[src/logic/pcd_regs.svh]
/*
  Register offsets, field positions, reset values and fixed codes of the
  clock control block. Assumes byte addresses on a 32-bit register port.
*/
// Function
// RL1 - Post divider codes 1-5 give /2../32
// RL2 - Multiplier is field value plus one
// RL3 - Pre divider field+1, forced /1 on fast RC
// RL4 - Input select: 1 fast RC, 0 primary
// RL5 - Band 0 bypass, 1-5 bands, rest reserved
// RL6 - PLL fields load from config word
// RL7 - PLL writes need unlock sequence first
// RL8 - PLL writes ignored while running on PLL
// RL9 - Reference integer divider, zero bypasses division
// RL10 - Enable bit switches reference generator on
// RL11 - Idle stop bit halts generator in Idle
// RL12 - Output enable drives reference pin
// RL13 - Run in sleep, ignored for sources 0,1
// RL14 - Divider change applies on switch request
// RL15 - Request status follows enable, hardware driven
// RL16 - Software waits until enable matches status
// RL17 - Software keeps source while request active
// RL18 - Source select code map
// RL19 - Trim adds N/512 to divisor
// RL20 - Trim ignored when integer divider zero
// RL21 - Bus clock is system clock/(div+1)
// RL22 - Ready low blocks divisor writes
// RL23 - Bus enable resets one, bus 1 stays on
// RL24 - System divide is field plus one
// RL25 - System divide ignored without slew enables
`ifndef PCD_REGS_SVH
`define PCD_REGS_SVH

`define PCD_OFF_PLL        8'h00
`define PCD_OFF_REF_BASE   8'h10
`define PCD_REF_STRIDE     8'h08
`define PCD_REF_TRIM_OFS   8'h04
`define PCD_OFF_PB_BASE    8'h40
`define PCD_PB_STRIDE      8'h04
`define PCD_OFF_SLEW       8'h60

`define PCD_PLL_POST_LSB   24
`define PCD_PLL_MULT_LSB   16
`define PCD_PLL_PRE_LSB    8
`define PCD_PLL_ISEL_BIT   7
`define PCD_PLL_BAND_LSB   0
`define PCD_REF_DIV_LSB    16
`define PCD_REF_ON_BIT     15
`define PCD_REF_IDLE_BIT   13
`define PCD_REF_OE_BIT     12
`define PCD_REF_REF_RUN_IN_SLEEP_BIT   11
`define PCD_REF_DIVSW_BIT  9
`define PCD_REF_ACT_BIT    8
`define PCD_REF_SEL_LSB    0
`define PCD_TRIM_LSB       23
`define PCD_PB_EN_BIT      15
`define PCD_PB_RDY_BIT     11
`define PCD_PB_DIV_LSB     0
`define PCD_SLEW_DIV_LSB   16
`define PCD_SLEW_UP_BIT    2
`define PCD_SLEW_DN_BIT    1

`define PCD_PB_DIV_RST     7'h01
`define PCD_PB_LAST_RST    7'h00
`define PCD_SLEW_UP_ENABLE_RST       1'b1
`define PCD_CURRENT_OSC_SELECT_PLL       3'h1
`define PCD_SRC_PB1        4'h1
`define PCD_POST_MIN       3'h1
`define PCD_POST_MAX       3'h5
`define PCD_BAND_BYPASS    3'h0
`define PCD_BAND_MAX       3'h5

`endif

[src/logic/pcd_pkg.sv]
/*
  Types of the clock control block: bus request, PLL settings, channel
  and whole-module state. Assumes the counts below are fixed per chip.
*/
package pcd_pkg;
  localparam int PCD_NREF = 4;
  localparam int PCD_NPB  = 7;

  typedef struct packed {
    logic [7:0]  addr;
    logic [31:0] wdata;
    logic        wr;
    logic        rd;
  } pcd_bus_req_t;

  typedef struct packed {
    logic [2:0] post;
    logic [6:0] mult;
    logic [2:0] pre;
    logic       isel;
    logic [2:0] band;
  } pcd_pll_cfg_t;

  typedef struct packed {
    logic [7:0] mult_factor;
    logic [3:0] pre_factor;
    logic [5:0] post_factor;
    logic       bypass;
    logic       band_valid;
    logic       input_fast_rc;
  } pcd_pll_out_t;

  typedef struct packed {
    logic        on;
    logic        idle_stop;
    logic        oe;
    logic        ref_run_in_sleep;
    logic        divsw;
    logic        active;
    logic [14:0] div;
    logic [3:0]  sel;
    logic [8:0]  trim;
    logic [14:0] act_div;
    logic [8:0]  act_trim;
    logic [14:0] cnt;
    logic [8:0]  acc;
    logic        extra;
    logic        out;
  } pcd_ref_t;

  typedef struct packed {
    logic       en;
    logic       rdy;
    logic       tick;
    logic [6:0] div;
    logic [6:0] pend;
    logic [6:0] cnt;
  } pcd_pb_t;

  typedef struct packed {
    pcd_pll_cfg_t                pll;
    logic                        cfg_loaded;
    pcd_pll_out_t                pll_out;
    pcd_ref_t [PCD_NREF-1:0]     refs;
    logic [PCD_NREF-1:0]         ref_pin;
    logic [PCD_NREF-1:0]         ref_oe;
    pcd_pb_t [PCD_NPB-1:0]       pbs;
    logic [3:0]                  system_clock_divide;
    logic                        slew_up_enable;
    logic                        slew_down_enable;
    logic [3:0]                  sdcnt;
    logic                        sdtick;
    logic [15:0]                 src_s1;
    logic [15:0]                 src_s2;
    logic [15:0]                 src_s3;
    logic [31:0]                 rdata;
  } pcd_state_t;
endpackage

[src/logic/pcd_clock_ctrl.sv]
/*
  System PLL settings, four fractional reference clock generators, seven
  peripheral bus clock dividers and the system clock divider.
  Assumes one 20 MHz clock; source oscillators arrive as levels and are
  synchronised here; idle, sleep, unlock and current oscillator come from
  logic on the same clock.
*/
`timescale 1ns/1ps
`include "pcd_regs.svh"

module pcd_clock_ctrl
  import pcd_pkg::*;
(
  input  wire logic                 sys_clk,
  input  wire logic                 rst_n,
  input  wire pcd_bus_req_t         bus,
  output logic [31:0]               rd_data,
  input  wire pcd_pll_cfg_t         cfg_word,
  input  wire logic                 sys_unlocked,
  input  wire logic [2:0]           current_osc_select,
  input  wire logic                 idle_mode,
  input  wire logic                 sleep_mode,
  input  wire logic [15:0]          src_clk_in,
  output pcd_pll_out_t              pll_out,
  output logic [PCD_NREF-1:0]       ref_clock_out_pin,
  output logic [PCD_NREF-1:0]       ref_clock_out_oe,
  output logic [PCD_NPB-1:0]        periph_bus_clock,
  output logic                      system_clock_divide_tick
);

  function automatic pcd_pll_out_t pll_decode(input pcd_pll_cfg_t c);
    pcd_pll_out_t o;
    o = '0;
    o.mult_factor = {1'b0, c.mult} + 8'h01;
    o.pre_factor = c.isel ? 4'h1 : ({1'b0, c.pre} + 4'h1);
    o.post_factor = (c.post >= `PCD_POST_MIN && c.post <= `PCD_POST_MAX) ?
                    (6'h01 << c.post) : 6'h00;
    o.bypass = (c.band == `PCD_BAND_BYPASS);
    o.band_valid = (c.band <= `PCD_BAND_MAX);
    o.input_fast_rc = c.isel;
    return o;
  endfunction

  function automatic logic [7:0] ref_addr(input int unsigned idx, input logic trim);
    return `PCD_OFF_REF_BASE + 8'(idx * 8) + (trim ? `PCD_REF_TRIM_OFS : 8'h00);
  endfunction

  function automatic logic [7:0] pb_addr(input int unsigned idx);
    return `PCD_OFF_PB_BASE + 8'(idx * 4);
  endfunction

  logic [1:0]  rst_sync;
  logic        rst_core_n;
  pcd_state_t  s_reg;
  pcd_state_t  s_next;
  logic [15:0] src_tick;
  pcd_ref_t    rc;
  pcd_ref_t    rn;
  pcd_pb_t     pc;
  pcd_pb_t     pn;
  logic        run;
  logic        term;
  logic [9:0]  fsum;
  logic [3:0]  sd_eff;
  logic [31:0] rword;

  always_ff @(posedge sys_clk or negedge rst_n) begin
    if (!rst_n) begin
      rst_sync <= 2'h0;
    end else begin
      rst_sync <= {rst_sync[0], 1'b1};
    end
  end
  assign rst_core_n = rst_sync[1];

  always_comb begin
    s_next = s_reg;
    rc = '0;
    rn = '0;
    pc = '0;
    pn = '0;
    run = 1'b0;
    term = 1'b0;
    fsum = 10'h000;
    rword = 32'h0000_0000;
    // Source synchronisers, edge on the settled copy
    s_next.src_s1 = src_clk_in;
    s_next.src_s2 = s_reg.src_s1;
    s_next.src_s3 = s_reg.src_s2;
    src_tick = s_reg.src_s2 & ~s_reg.src_s3;
    src_tick[0] = 1'b1;                                        // RL18
    src_tick[1] = s_reg.pbs[0].tick;                           // RL18
    src_tick[6] = 1'b0;
    src_tick[15:10] = 6'h00;

    // PLL settings
    if (!s_reg.cfg_loaded) begin
      s_next.pll = cfg_word;                                   // RL6
      s_next.cfg_loaded = 1'b1;
    end else if (bus.wr && bus.addr == `PCD_OFF_PLL && sys_unlocked // RL7
                 && current_osc_select != `PCD_CURRENT_OSC_SELECT_PLL) begin   // RL8
      s_next.pll.post = bus.wdata[`PCD_PLL_POST_LSB +: 3];
      s_next.pll.mult = bus.wdata[`PCD_PLL_MULT_LSB +: 7];
      s_next.pll.pre  = bus.wdata[`PCD_PLL_PRE_LSB +: 3];
      s_next.pll.isel = bus.wdata[`PCD_PLL_ISEL_BIT];
      s_next.pll.band = bus.wdata[`PCD_PLL_BAND_LSB +: 3];
    end
    s_next.pll_out = pll_decode(s_reg.pll);                    // RL1 RL2 RL3 RL4 RL5

    // Reference generators
    for (int i = 0; i < PCD_NREF; i++) begin
      rc = s_reg.refs[i];
      rn = rc;
      rn.active = rc.on;                                       // RL15
      run = rc.active && rc.on && !(idle_mode && rc.idle_stop)  // RL11
            && !(sleep_mode && !(rc.ref_run_in_sleep && rc.sel > `PCD_SRC_PB1)); // RL13
      term = (rc.act_div == 15'h0000) ||                       // RL9
             (({1'b0, rc.cnt} + 16'h0001) >= ({1'b0, rc.act_div} + {15'h0000, rc.extra}));
      if (!rc.on) begin
        rn.act_div = rc.div;
        rn.act_trim = rc.trim;
        rn.divsw = 1'b0;                                       // RL14
        rn.cnt = 15'h0000;
        rn.acc = 9'h000;
        rn.extra = 1'b0;
        rn.out = 1'b0;                                         // RL10
      end else if (run && src_tick[rc.sel]) begin
        if (term) begin
          rn.out = ~rc.out;
          rn.cnt = 15'h0000;
          if (rc.act_div != 15'h0000) begin                    // RL20
            fsum = {1'b0, rc.acc} + {1'b0, rc.act_trim};       // RL19
            rn.acc = fsum[8:0];
            rn.extra = fsum[9];
          end
          if (rc.divsw) begin
            rn.act_div = rc.div;                               // RL14
            rn.act_trim = rc.trim;
            rn.acc = 9'h000;
            rn.extra = 1'b0;
            rn.divsw = 1'b0;
          end
        end else begin
          rn.cnt = rc.cnt + 15'h0001;
        end
      end
      if (bus.wr && bus.addr == ref_addr(i, 1'b0)) begin
        rn.div = bus.wdata[`PCD_REF_DIV_LSB +: 15];
        rn.on = bus.wdata[`PCD_REF_ON_BIT];
        rn.idle_stop = bus.wdata[`PCD_REF_IDLE_BIT];
        rn.oe = bus.wdata[`PCD_REF_OE_BIT];
        rn.ref_run_in_sleep = bus.wdata[`PCD_REF_REF_RUN_IN_SLEEP_BIT];
        rn.sel = bus.wdata[`PCD_REF_SEL_LSB +: 4];
        if (bus.wdata[`PCD_REF_DIVSW_BIT]) begin
          rn.divsw = 1'b1;                                     // RL14
        end
      end
      if (bus.wr && bus.addr == ref_addr(i, 1'b1)) begin
        rn.trim = bus.wdata[`PCD_TRIM_LSB +: 9];
      end
      s_next.refs[i] = rn;
      s_next.ref_pin[i] = rc.out & rc.oe;                      // RL12
      s_next.ref_oe[i] = rc.oe;
    end

    // Peripheral bus dividers
    for (int j = 0; j < PCD_NPB; j++) begin
      pc = s_reg.pbs[j];
      pn = pc;
      pn.tick = 1'b0;
      if (pc.cnt >= pc.div) begin
        pn.cnt = 7'h00;
        pn.tick = pc.en;                                       // RL21 RL23
        if (!pc.rdy) begin
          pn.div = pc.pend;
          pn.rdy = 1'b1;
        end
      end else begin
        pn.cnt = pc.cnt + 7'h01;
      end
      if (bus.wr && bus.addr == pb_addr(j)) begin
        if (j != 0 || bus.wdata[`PCD_PB_EN_BIT]) begin
          pn.en = bus.wdata[`PCD_PB_EN_BIT];                   // RL23
        end
        if (pc.rdy) begin                                      // RL22
          pn.pend = bus.wdata[`PCD_PB_DIV_LSB +: 7];
          pn.rdy = 1'b0;
        end
      end
      s_next.pbs[j] = pn;
    end

    // System clock divider
    sd_eff = (s_reg.slew_up_enable || s_reg.slew_down_enable) ? s_reg.system_clock_divide : 4'h0; // RL25
    if (s_reg.sdcnt >= sd_eff) begin                           // RL24
      s_next.sdcnt = 4'h0;
      s_next.sdtick = 1'b1;
    end else begin
      s_next.sdcnt = s_reg.sdcnt + 4'h1;
      s_next.sdtick = 1'b0;
    end
    if (bus.wr && bus.addr == `PCD_OFF_SLEW) begin
      s_next.system_clock_divide = bus.wdata[`PCD_SLEW_DIV_LSB +: 4];
      s_next.slew_up_enable = bus.wdata[`PCD_SLEW_UP_BIT];
      s_next.slew_down_enable = bus.wdata[`PCD_SLEW_DN_BIT];
    end

    // Read port
    if (bus.addr == `PCD_OFF_PLL) begin
      rword[`PCD_PLL_POST_LSB +: 3] = s_reg.pll.post;
      rword[`PCD_PLL_MULT_LSB +: 7] = s_reg.pll.mult;
      rword[`PCD_PLL_PRE_LSB +: 3] = s_reg.pll.pre;
      rword[`PCD_PLL_ISEL_BIT] = s_reg.pll.isel;
      rword[`PCD_PLL_BAND_LSB +: 3] = s_reg.pll.band;
    end
    for (int i = 0; i < PCD_NREF; i++) begin
      if (bus.addr == ref_addr(i, 1'b0)) begin
        rword[`PCD_REF_DIV_LSB +: 15] = s_reg.refs[i].div;
        rword[`PCD_REF_ON_BIT] = s_reg.refs[i].on;
        rword[`PCD_REF_IDLE_BIT] = s_reg.refs[i].idle_stop;
        rword[`PCD_REF_OE_BIT] = s_reg.refs[i].oe;
        rword[`PCD_REF_REF_RUN_IN_SLEEP_BIT] = s_reg.refs[i].ref_run_in_sleep;
        rword[`PCD_REF_DIVSW_BIT] = s_reg.refs[i].divsw;
        rword[`PCD_REF_ACT_BIT] = s_reg.refs[i].active;        // RL15
        rword[`PCD_REF_SEL_LSB +: 4] = s_reg.refs[i].sel;
      end
      if (bus.addr == ref_addr(i, 1'b1)) begin
        rword[`PCD_TRIM_LSB +: 9] = s_reg.refs[i].trim;
      end
    end
    for (int j = 0; j < PCD_NPB; j++) begin
      if (bus.addr == pb_addr(j)) begin
        rword[`PCD_PB_EN_BIT] = s_reg.pbs[j].en;
        rword[`PCD_PB_RDY_BIT] = s_reg.pbs[j].rdy;             // RL22
        rword[`PCD_PB_DIV_LSB +: 7] = s_reg.pbs[j].div;
      end
    end
    if (bus.addr == `PCD_OFF_SLEW) begin
      rword[`PCD_SLEW_DIV_LSB +: 4] = s_reg.system_clock_divide;
      rword[`PCD_SLEW_UP_BIT] = s_reg.slew_up_enable;
      rword[`PCD_SLEW_DN_BIT] = s_reg.slew_down_enable;
    end
    s_next.rdata = bus.rd ? rword : 32'h0000_0000;
  end

  always_ff @(posedge sys_clk or negedge rst_core_n) begin
    if (!rst_core_n) begin
      s_reg <= '0;
      for (int j = 0; j < PCD_NPB; j++) begin
        s_reg.pbs[j].en <= 1'b1;                               // RL23
        s_reg.pbs[j].rdy <= 1'b1;
        s_reg.pbs[j].div <= (j == PCD_NPB - 1) ? `PCD_PB_LAST_RST : `PCD_PB_DIV_RST; // RL21
        s_reg.pbs[j].pend <= (j == PCD_NPB - 1) ? `PCD_PB_LAST_RST : `PCD_PB_DIV_RST;
      end
      s_reg.slew_up_enable <= `PCD_SLEW_UP_ENABLE_RST;
    end else begin
      s_reg <= s_next;
    end
  end

  assign rd_data = s_reg.rdata;
  assign pll_out = s_reg.pll_out;
  assign ref_clock_out_pin = s_reg.ref_pin;
  assign ref_clock_out_oe = s_reg.ref_oe;
  assign system_clock_divide_tick = s_reg.sdtick;
  always_comb begin
    for (int j = 0; j < PCD_NPB; j++) begin
      periph_bus_clock[j] = s_reg.pbs[j].tick;
    end
  end
endmodule

[config.mk]
export PLATFORM = sky130hd
export DESIGN_NAME = pcd_clock_ctrl
export DESIGN_NICKNAME = d
export VERILOG_FILES = /design/src/logic/pcd_pkg.sv /design/src/logic/pcd_clock_ctrl.sv
export VERILOG_INCLUDE_DIRS = /design/src /design/src/logic
export SDC_FILE = /design/constraint.sdc
export NUM_CORES = 1
export LEC_CHECK = 0
export BUFFER_PORTS_ARGS = -buffer_cell sky130_fd_sc_hd__buf_2
export CAP_MARGIN = 20
export CORE_MARGIN = 5
export CORE_UTILIZATION = 50
export CTS_CLUSTER_SIZE = 20
export DETAILED_ROUTE_END_ITERATION = 16
export PLACE_DENSITY = 0.7
export SYNTH_ARGS = -nofsm -noshare
export SYNTH_HDL_FRONTEND = slang
export SYNTH_SLANG_ARGS = --single-unit
[constraint.sdc]
create_clock -name sys_clk -period 17.2 [get_ports sys_clk]
set_input_delay 2.58 -clock sys_clk [delete_from_list [all_inputs] [get_ports sys_clk]]
set_output_delay 2.58 -clock sys_clk [all_outputs]
set_load 0.005 [all_outputs]
; Word level (Yosys, flattened, before mapping)
; Cells that the tools add are included.
[word_totals]
ff_bits = 625
latchBits = 0
ram_bits = 0
romBits = 0
input_bits = 83
output_inout_bits = 69
word_cells = 476
mem_count = 0
[op_classes]
addsub = 26
n_mul = 0
n_div = 0
n_lt_le_gt_ge = 23
eq_ne = 34
n_shift = 1
n_mux = 149
n_bitwise = 17
n_reduce_logical = 101
[op_table]
columns = op, count
row1 = $mux 50, 8
row2 = $mux 24, 8
row3 = $mux 7, 22
row4 = $mux 9, 11
row5 = $mux 10, 8
row6 = $add 15x1->16, 4
row7 = $add 15x1->16 const B, 4
row8 = $eq 8x7->1 const B, 8
row9 = $ge 16x16->1, 4
row10 = $mux 16, 4
row11 = $add 15x1->15 const B, 4
row12 = $logic_not 15->1, 4
row13 = $mux 15, 4
row14 = $reduce_bool 15->1, 4
row15 = $mux 1, 52
row16 = $add 7x1->7 const B, 7
row17 = $ge 7x7->1, 7
row18 = $logic_and 1x1->1, 48
row19 = $mux 11, 4
row20 = $add 9x9->10, 4
row21 = $reduce_and 2->1, 18
row22 = $mux 17, 2
row23 = $eq 8x5->1 const B, 4
row24 = $eq 8x6->1 const B, 4
row25 = 29 further kinds, 104

; Longest topological paths before layout
[depth]
depth_word = 17
ltp_mapped = 16
mapped_depth_nobuf = 14

; Worst setup path before layout
; Ideal clock, no wire load.
[synth_timing]
kind = input port to flip-flop
startpoint = in bus[35] in the netlist's numbering
endpoint = reg s_reg[85] in the netlist's numbering
arrival_ns = 4.146
setup_slack_ns = 12.929
cell_stages = 7
n_path_buf = 2
cell_sequence = or2_1 -> buf_6 -> or3_1 -> buf_6 -> nor3_4 -> nand2_4 -> mux2_4
[synth_between]
elab_chain_cells = 2
[synth_lines]
columns = item, line
row1 = start: declaration, pcd_clock_ctrl.sv:16  ; input wire pcd_bus_req_t bus,
row2 = $eq 8x7->1 (no source line), -
row3 = $logic_and 1x1->1 (no source line), -
row4 = end signal: assignment, pcd_clock_ctrl.sv:257  ; s_reg <= s_next;
row5 = end: declaration, pcd_clock_ctrl.sv:54  ; pcd_state_t s_reg;
; Every way passes these cells.
; A chain may end at the register's enable or synchronous reset.

==> impl_results.html <==
<table>
<tr><th>Metric</th><th>Value</th></tr>
<tr><th colspan="2">Critical path</th></tr>
<tr><td>Slowest-stage cell, CP</td><td>or2_0</td></tr>
<tr><td>Largest stage delay, worst path</td><td>0.67 ns</td></tr>
<tr><td>Required time of the worst setup path</td><td>17.66 ns</td></tr>
<tr><td>Highest fanout seen on the critical path</td><td>27</td></tr>
<tr><td>Category of the worst setup path launch point</td><td>primary input</td></tr>
<tr><td>Critical setup path kind</td><td>primary input to register</td></tr>
<tr><td>Cells along the critical path</td><td>buf_2, nand2b_1, or2_0, o32a_1, a21oi_1, or4_1, a31oi_1</td></tr>
<tr><td>Worst Path Arrival</td><td>5.31 ns</td></tr>
<tr><td>Worst setup EP type</td><td>register</td></tr>
<tr><th colspan="2">Clock network</th></tr>
<tr><td>Max Root-Sink Buffers</td><td>3</td></tr>
<tr><td>Inserted Clock Buffers</td><td>69</td></tr>
<tr><td>H-tree depth</td><td>3</td></tr>
<tr><td>Hold buffer count at CTS</td><td>0</td></tr>
<tr><td>CTS resizes</td><td>0</td></tr>
<tr><td>Post-CTS Setup Repair Bufs</td><td>0</td></tr>
<tr><td>Clock-pin slew reported for the worst setup and hold paths after clock tree synthesis</td><td>0.06 ns</td></tr>
<tr><td>CTS sink cnt</td><td>615</td></tr>
<tr><td>Clock tree from TritonCTS</td><td>done</td></tr>
<tr><td>Skew-Pair Late Insertion Delay</td><td>0.62 ns</td></tr>
<tr><td>Clock root buffer</td><td>clkbuf_16</td></tr>
<tr><th colspan="2">Synthesis</th></tr>
<tr><td>Synthesized flop and latch total</td><td>615</td></tr>
<tr><td>Fraction of the yosys area taken by sequential cells</td><td>47.7%</td></tr>
<tr><td>Synth top area share</td><td>45.6%</td></tr>
<tr><td>Post-synth EDFFs</td><td>0</td></tr>
<tr><td>Async set-or-reset flop fraction in the synthesized netlist</td><td>100%</td></tr>
<tr><td>Synth Flop Type</td><td>dfrtp_1</td></tr>
<tr><td>Mean post-synth cell area</td><td>11.4 sq um</td></tr>
<tr><td>Synth area leader</td><td>dfrtp_1</td></tr>
<tr><td>Netlist area before placement</td><td>0.0324 sq mm</td></tr>
<tr><td>Dominant cells by area after synthesis</td><td>dfrtp_1 (46%), mux2_2 (9.5%), ha_1 (6.8%)</td></tr>
<tr><td>Yosys warns</td><td>0</td></tr>
<tr><td>Synthesized instance count</td><td>2844</td></tr>
<tr><td>Library cells used by synthesis</td><td>95</td></tr>
<tr><th colspan="2">Final layout</th></tr>
<tr><td>Synth-to-Final Area Change</td><td>10.1%</td></tr>
<tr><td>Most common library cell in the layout ignoring fill and taps</td><td>dfrtp_1</td></tr>
<tr><td>Ratio of cells with drive above 1 in the final layout</td><td>23.4%</td></tr>
<tr><td>Leading cell types in the layout, fill and taps excluded</td><td>dfrtp_1 (588), mux2_2 (273), nor2_1 (218), ha_1 (175), buf_2 (140)</td></tr>
<tr><td>Number of flip-flops in the largest register</td><td>417</td></tr>
<tr><td>Post-layout nets</td><td>3182</td></tr>
<tr><td>Final cell count without fillers</td><td>3831</td></tr>
<tr><th colspan="2">Global routing</th></tr>
<tr><td>First-pass GRT wire length</td><td>132 mm</td></tr>
<tr><td>Maximum number of pins on one net before global-route repair</td><td>173</td></tr>
<tr><td>Remaining Overflow, GRT</td><td>0</td></tr>
<tr><td>Number of global-route vias before repair</td><td>23000</td></tr>
<tr><td>Initial antenna violation count</td><td>13</td></tr>
<tr><td>Overall Global Routing Usage</td><td>23.6%</td></tr>
<tr><th colspan="2">Job</th></tr>
<tr><td>Total of max-cap violations</td><td>0</td></tr>
<tr><th colspan="2">Die</th></tr>
<tr><td>Die width</td><td>264 um</td></tr>
<tr><td>Effective utilization at floorplan</td><td>50.4%</td></tr>
<tr><td>Die ar.</td><td>0.0699 sq mm</td></tr>
<tr><td>Placement row count</td><td>93</td></tr>
<tr><td>Vertical die dimension</td><td>264 um</td></tr>
<tr><td>Total I/O pin count</td><td>152</td></tr>
<tr><td>Floorplan core area</td><td>0.0642 sq mm</td></tr>
<tr><th colspan="2">STA</th></tr>
<tr><td>Worst-case clock skew</td><td>0.0323 ns</td></tr>
<tr><td>Number of hold-slack violations in the final timing report</td><td>0</td></tr>
<tr><td>Final slew viol count</td><td>0</td></tr>
<tr><td>Total of endpoints with negative setup slack in the final report</td><td>0</td></tr>
<tr><td>Sum Neg Setup Slack</td><td>0 ns</td></tr>
<tr><td>Final period util</td><td>28.2%</td></tr>
<tr><td>RSZ-0062 raised after global routing</td><td>no</td></tr>
<tr><td>Max frequency</td><td>206 MHz</td></tr>
<tr><td>Final period demand of the worst path</td><td>4.85 ns</td></tr>
<tr><td>Pin slew with the least headroom to its limit</td><td>0.992 ns</td></tr>
<tr><td>Slew headroom</td><td>33.5%</td></tr>
<tr><th colspan="2">Drt</th></tr>
<tr><td>Violation count after the first detailed-routing iteration</td><td>2177</td></tr>
<tr><td>Routed metal-1 wire length</td><td>35.3 mm</td></tr>
<tr><td>Routed length per placed instance</td><td>21.9 um</td></tr>
<tr><td>Number of vias per cell after detailed routing</td><td>5.92</td></tr>
<tr><td>Number of vias in the routed layout</td><td>22700</td></tr>
<tr><td>Uppermost signal routing layer after detailed routing</td><td>met5</td></tr>
<tr><td>Drt drc</td><td>0</td></tr>
<tr><td>Post-route ant nets</td><td>0</td></tr>
<tr><td>Total met3 wirelength after detailed routing</td><td>5.85 mm</td></tr>
<tr><td>Routed wire length on met2</td><td>39.6 mm</td></tr>
<tr><td>DR pass1 iterations</td><td>6</td></tr>
<tr><td>Total Wirelength</td><td>84.0 mm</td></tr>
<tr><th colspan="2">Status</th></tr>
<tr><td>Status</td><td>complete, no violations</td></tr>
<tr><th colspan="2">Pwr</th></tr>
<tr><td>Cell-internal power</td><td>0.00248 W</td></tr>
<tr><td>Power per cell area</td><td>92.5 mW/mm^2</td></tr>
<tr><td>Share of power burned in combinational logic</td><td>7.6%</td></tr>
<tr><td>Proportion of total power due to net switching</td><td>24.7%</td></tr>
<tr><td>Fraction of power consumed by the clock network</td><td>45.2%</td></tr>
<tr><td>Sequential fraction of design power</td><td>47.3%</td></tr>
<tr><td>Net switching power figure</td><td>0.000814 W</td></tr>
<tr><td>Leak</td><td>17.1 nW</td></tr>
<tr><td>Worst ir drop on vdd</td><td>0.0716 mV</td></tr>
<tr><th colspan="2">Placed design</th></tr>
<tr><td>Placed cells</td><td>3701</td></tr>
<tr><td>Port Buffers</td><td>140</td></tr>
<tr><td>Half-perimeter wire length after detailed placement</td><td>61.3 mm</td></tr>
<tr><td>Last weighted congestion value of the routability-driven placer</td><td>0.904</td></tr>
<tr><th colspan="2">Hold path</th></tr>
<tr><td>Worst hold path class</td><td>register to register</td></tr>
</table>
cell usage after synthesis (15+ instances only):
cell type and n:
nor3_1 36, nor4_1 15, mux2_4 65, nand2b_1 33, and3_1 50, inv_1 97, clkbuf_1 40, buf_4 72
a222oi_1 19, mux2_2 273, nand3_1 121, xnor2_1 99, buf_2 28, a22oi_1 26, nand4_1 32, a21o_1 22
mux2i_1 29, xor2_1 67, o31ai_1 19, mux2_1 16, a22o_1 34, dfrtp_1 589, a211oi_1 15, nor2b_1 38
o21ai_0 113, a21oi_1 100, ha_1 175, o21a_1 19, dfstp_2 26, nand2_1 129, nor2_1 218
final timing paths:
check                                        from  slack (ns)  cells past startpoint                     end
setup / recovery                          bus[37]       12.35                      7   rd_data[26]$_DFF_PN0_
min in group asynchronous   rst_sync[1]$_DFF_PN0_        0.45                      0    s_reg[192]$_DFF_PN0_
max in group asynchronous   rst_sync[1]$_DFF_PN0_       13.64                      3   rd_data[30]$_DFF_PN0_
hold reg to reg              s_next[56]$_DFF_PN0_        0.35                      0    s_next[40]$_DFF_PN0_
hold / removal               s_next[56]$_DFF_PN0_        0.35                      0    s_next[40]$_DFF_PN0_
setup reg to reg           s_reg[446]$_DFFE_PN0P_       12.97                     14  s_reg[463]$_DFFE_PN0P_
through the flow:
step	power (W)	setup WS [ns]	util [%]	cell area (sq um)	hold WS [ns]
6_report	0.00329	12.35	55.5	35600	0.345
5_1_grt	0.00342	12.21	55.4	35600	0.360
4_1_cts	0.00332	12.41	55.3	35500	0.348
3_5_place_dp	0.00183	11.76	51.7	33200	0.335
3_3_place_gp	0.00182	11.78	51.7	33200	0.337
2_1_floorplan	0.00175	7.22	-	32400	0.331
final cells by class:
class	instances	area, sq um
sequential	615	15400
tap	855	1070
multi-input combinational	1970	15500
fill	5424	28600
inverter	99	372
antenna	5	12.5
timing repair buffer	165	965
clock buffer	97	2010
clock inverter	25	279
worst max-delay path: cells and delay by family:
kind	cells	cell delay, ns
simple gates	3	1.49
compound gates	3	0.69
buf+inv	1	0.53
routing by layer:
layer	track usage (%)	vias to the layer above
met4	9.02	8
li1	-	10300
met5	0	-
met1	31.4	11400
met3	5.01	174
met2	38.4	787
power by group through the flow:
stage	Sequential (W)	Clock, W	Combinational, W
global route	0.00156	0.00158	0.000273
CTS	0.00156	0.00152	0.000249
global placement	0.00158	0	0.000238
detailed placement	0.00158	0	0.000247
finish	0.00156	0.00149	0.000249
floorplan	0.00157	0	0.000175
cell families after synthesis:
family	count (synthesis)	synth area share, %
XOR/XNOR	166	4.49
buffers and inverters	261	4.51
other	2	0.0232
flip-flops	615	47.7
AND/OR/NAND/NOR	765	12.1
AO/OA/AOI/OAI	467	9.78
multiplexers	389	14.4
adder cells (fa/ha/maj)	179	7.02
Power figures use the tool's default switching activity.
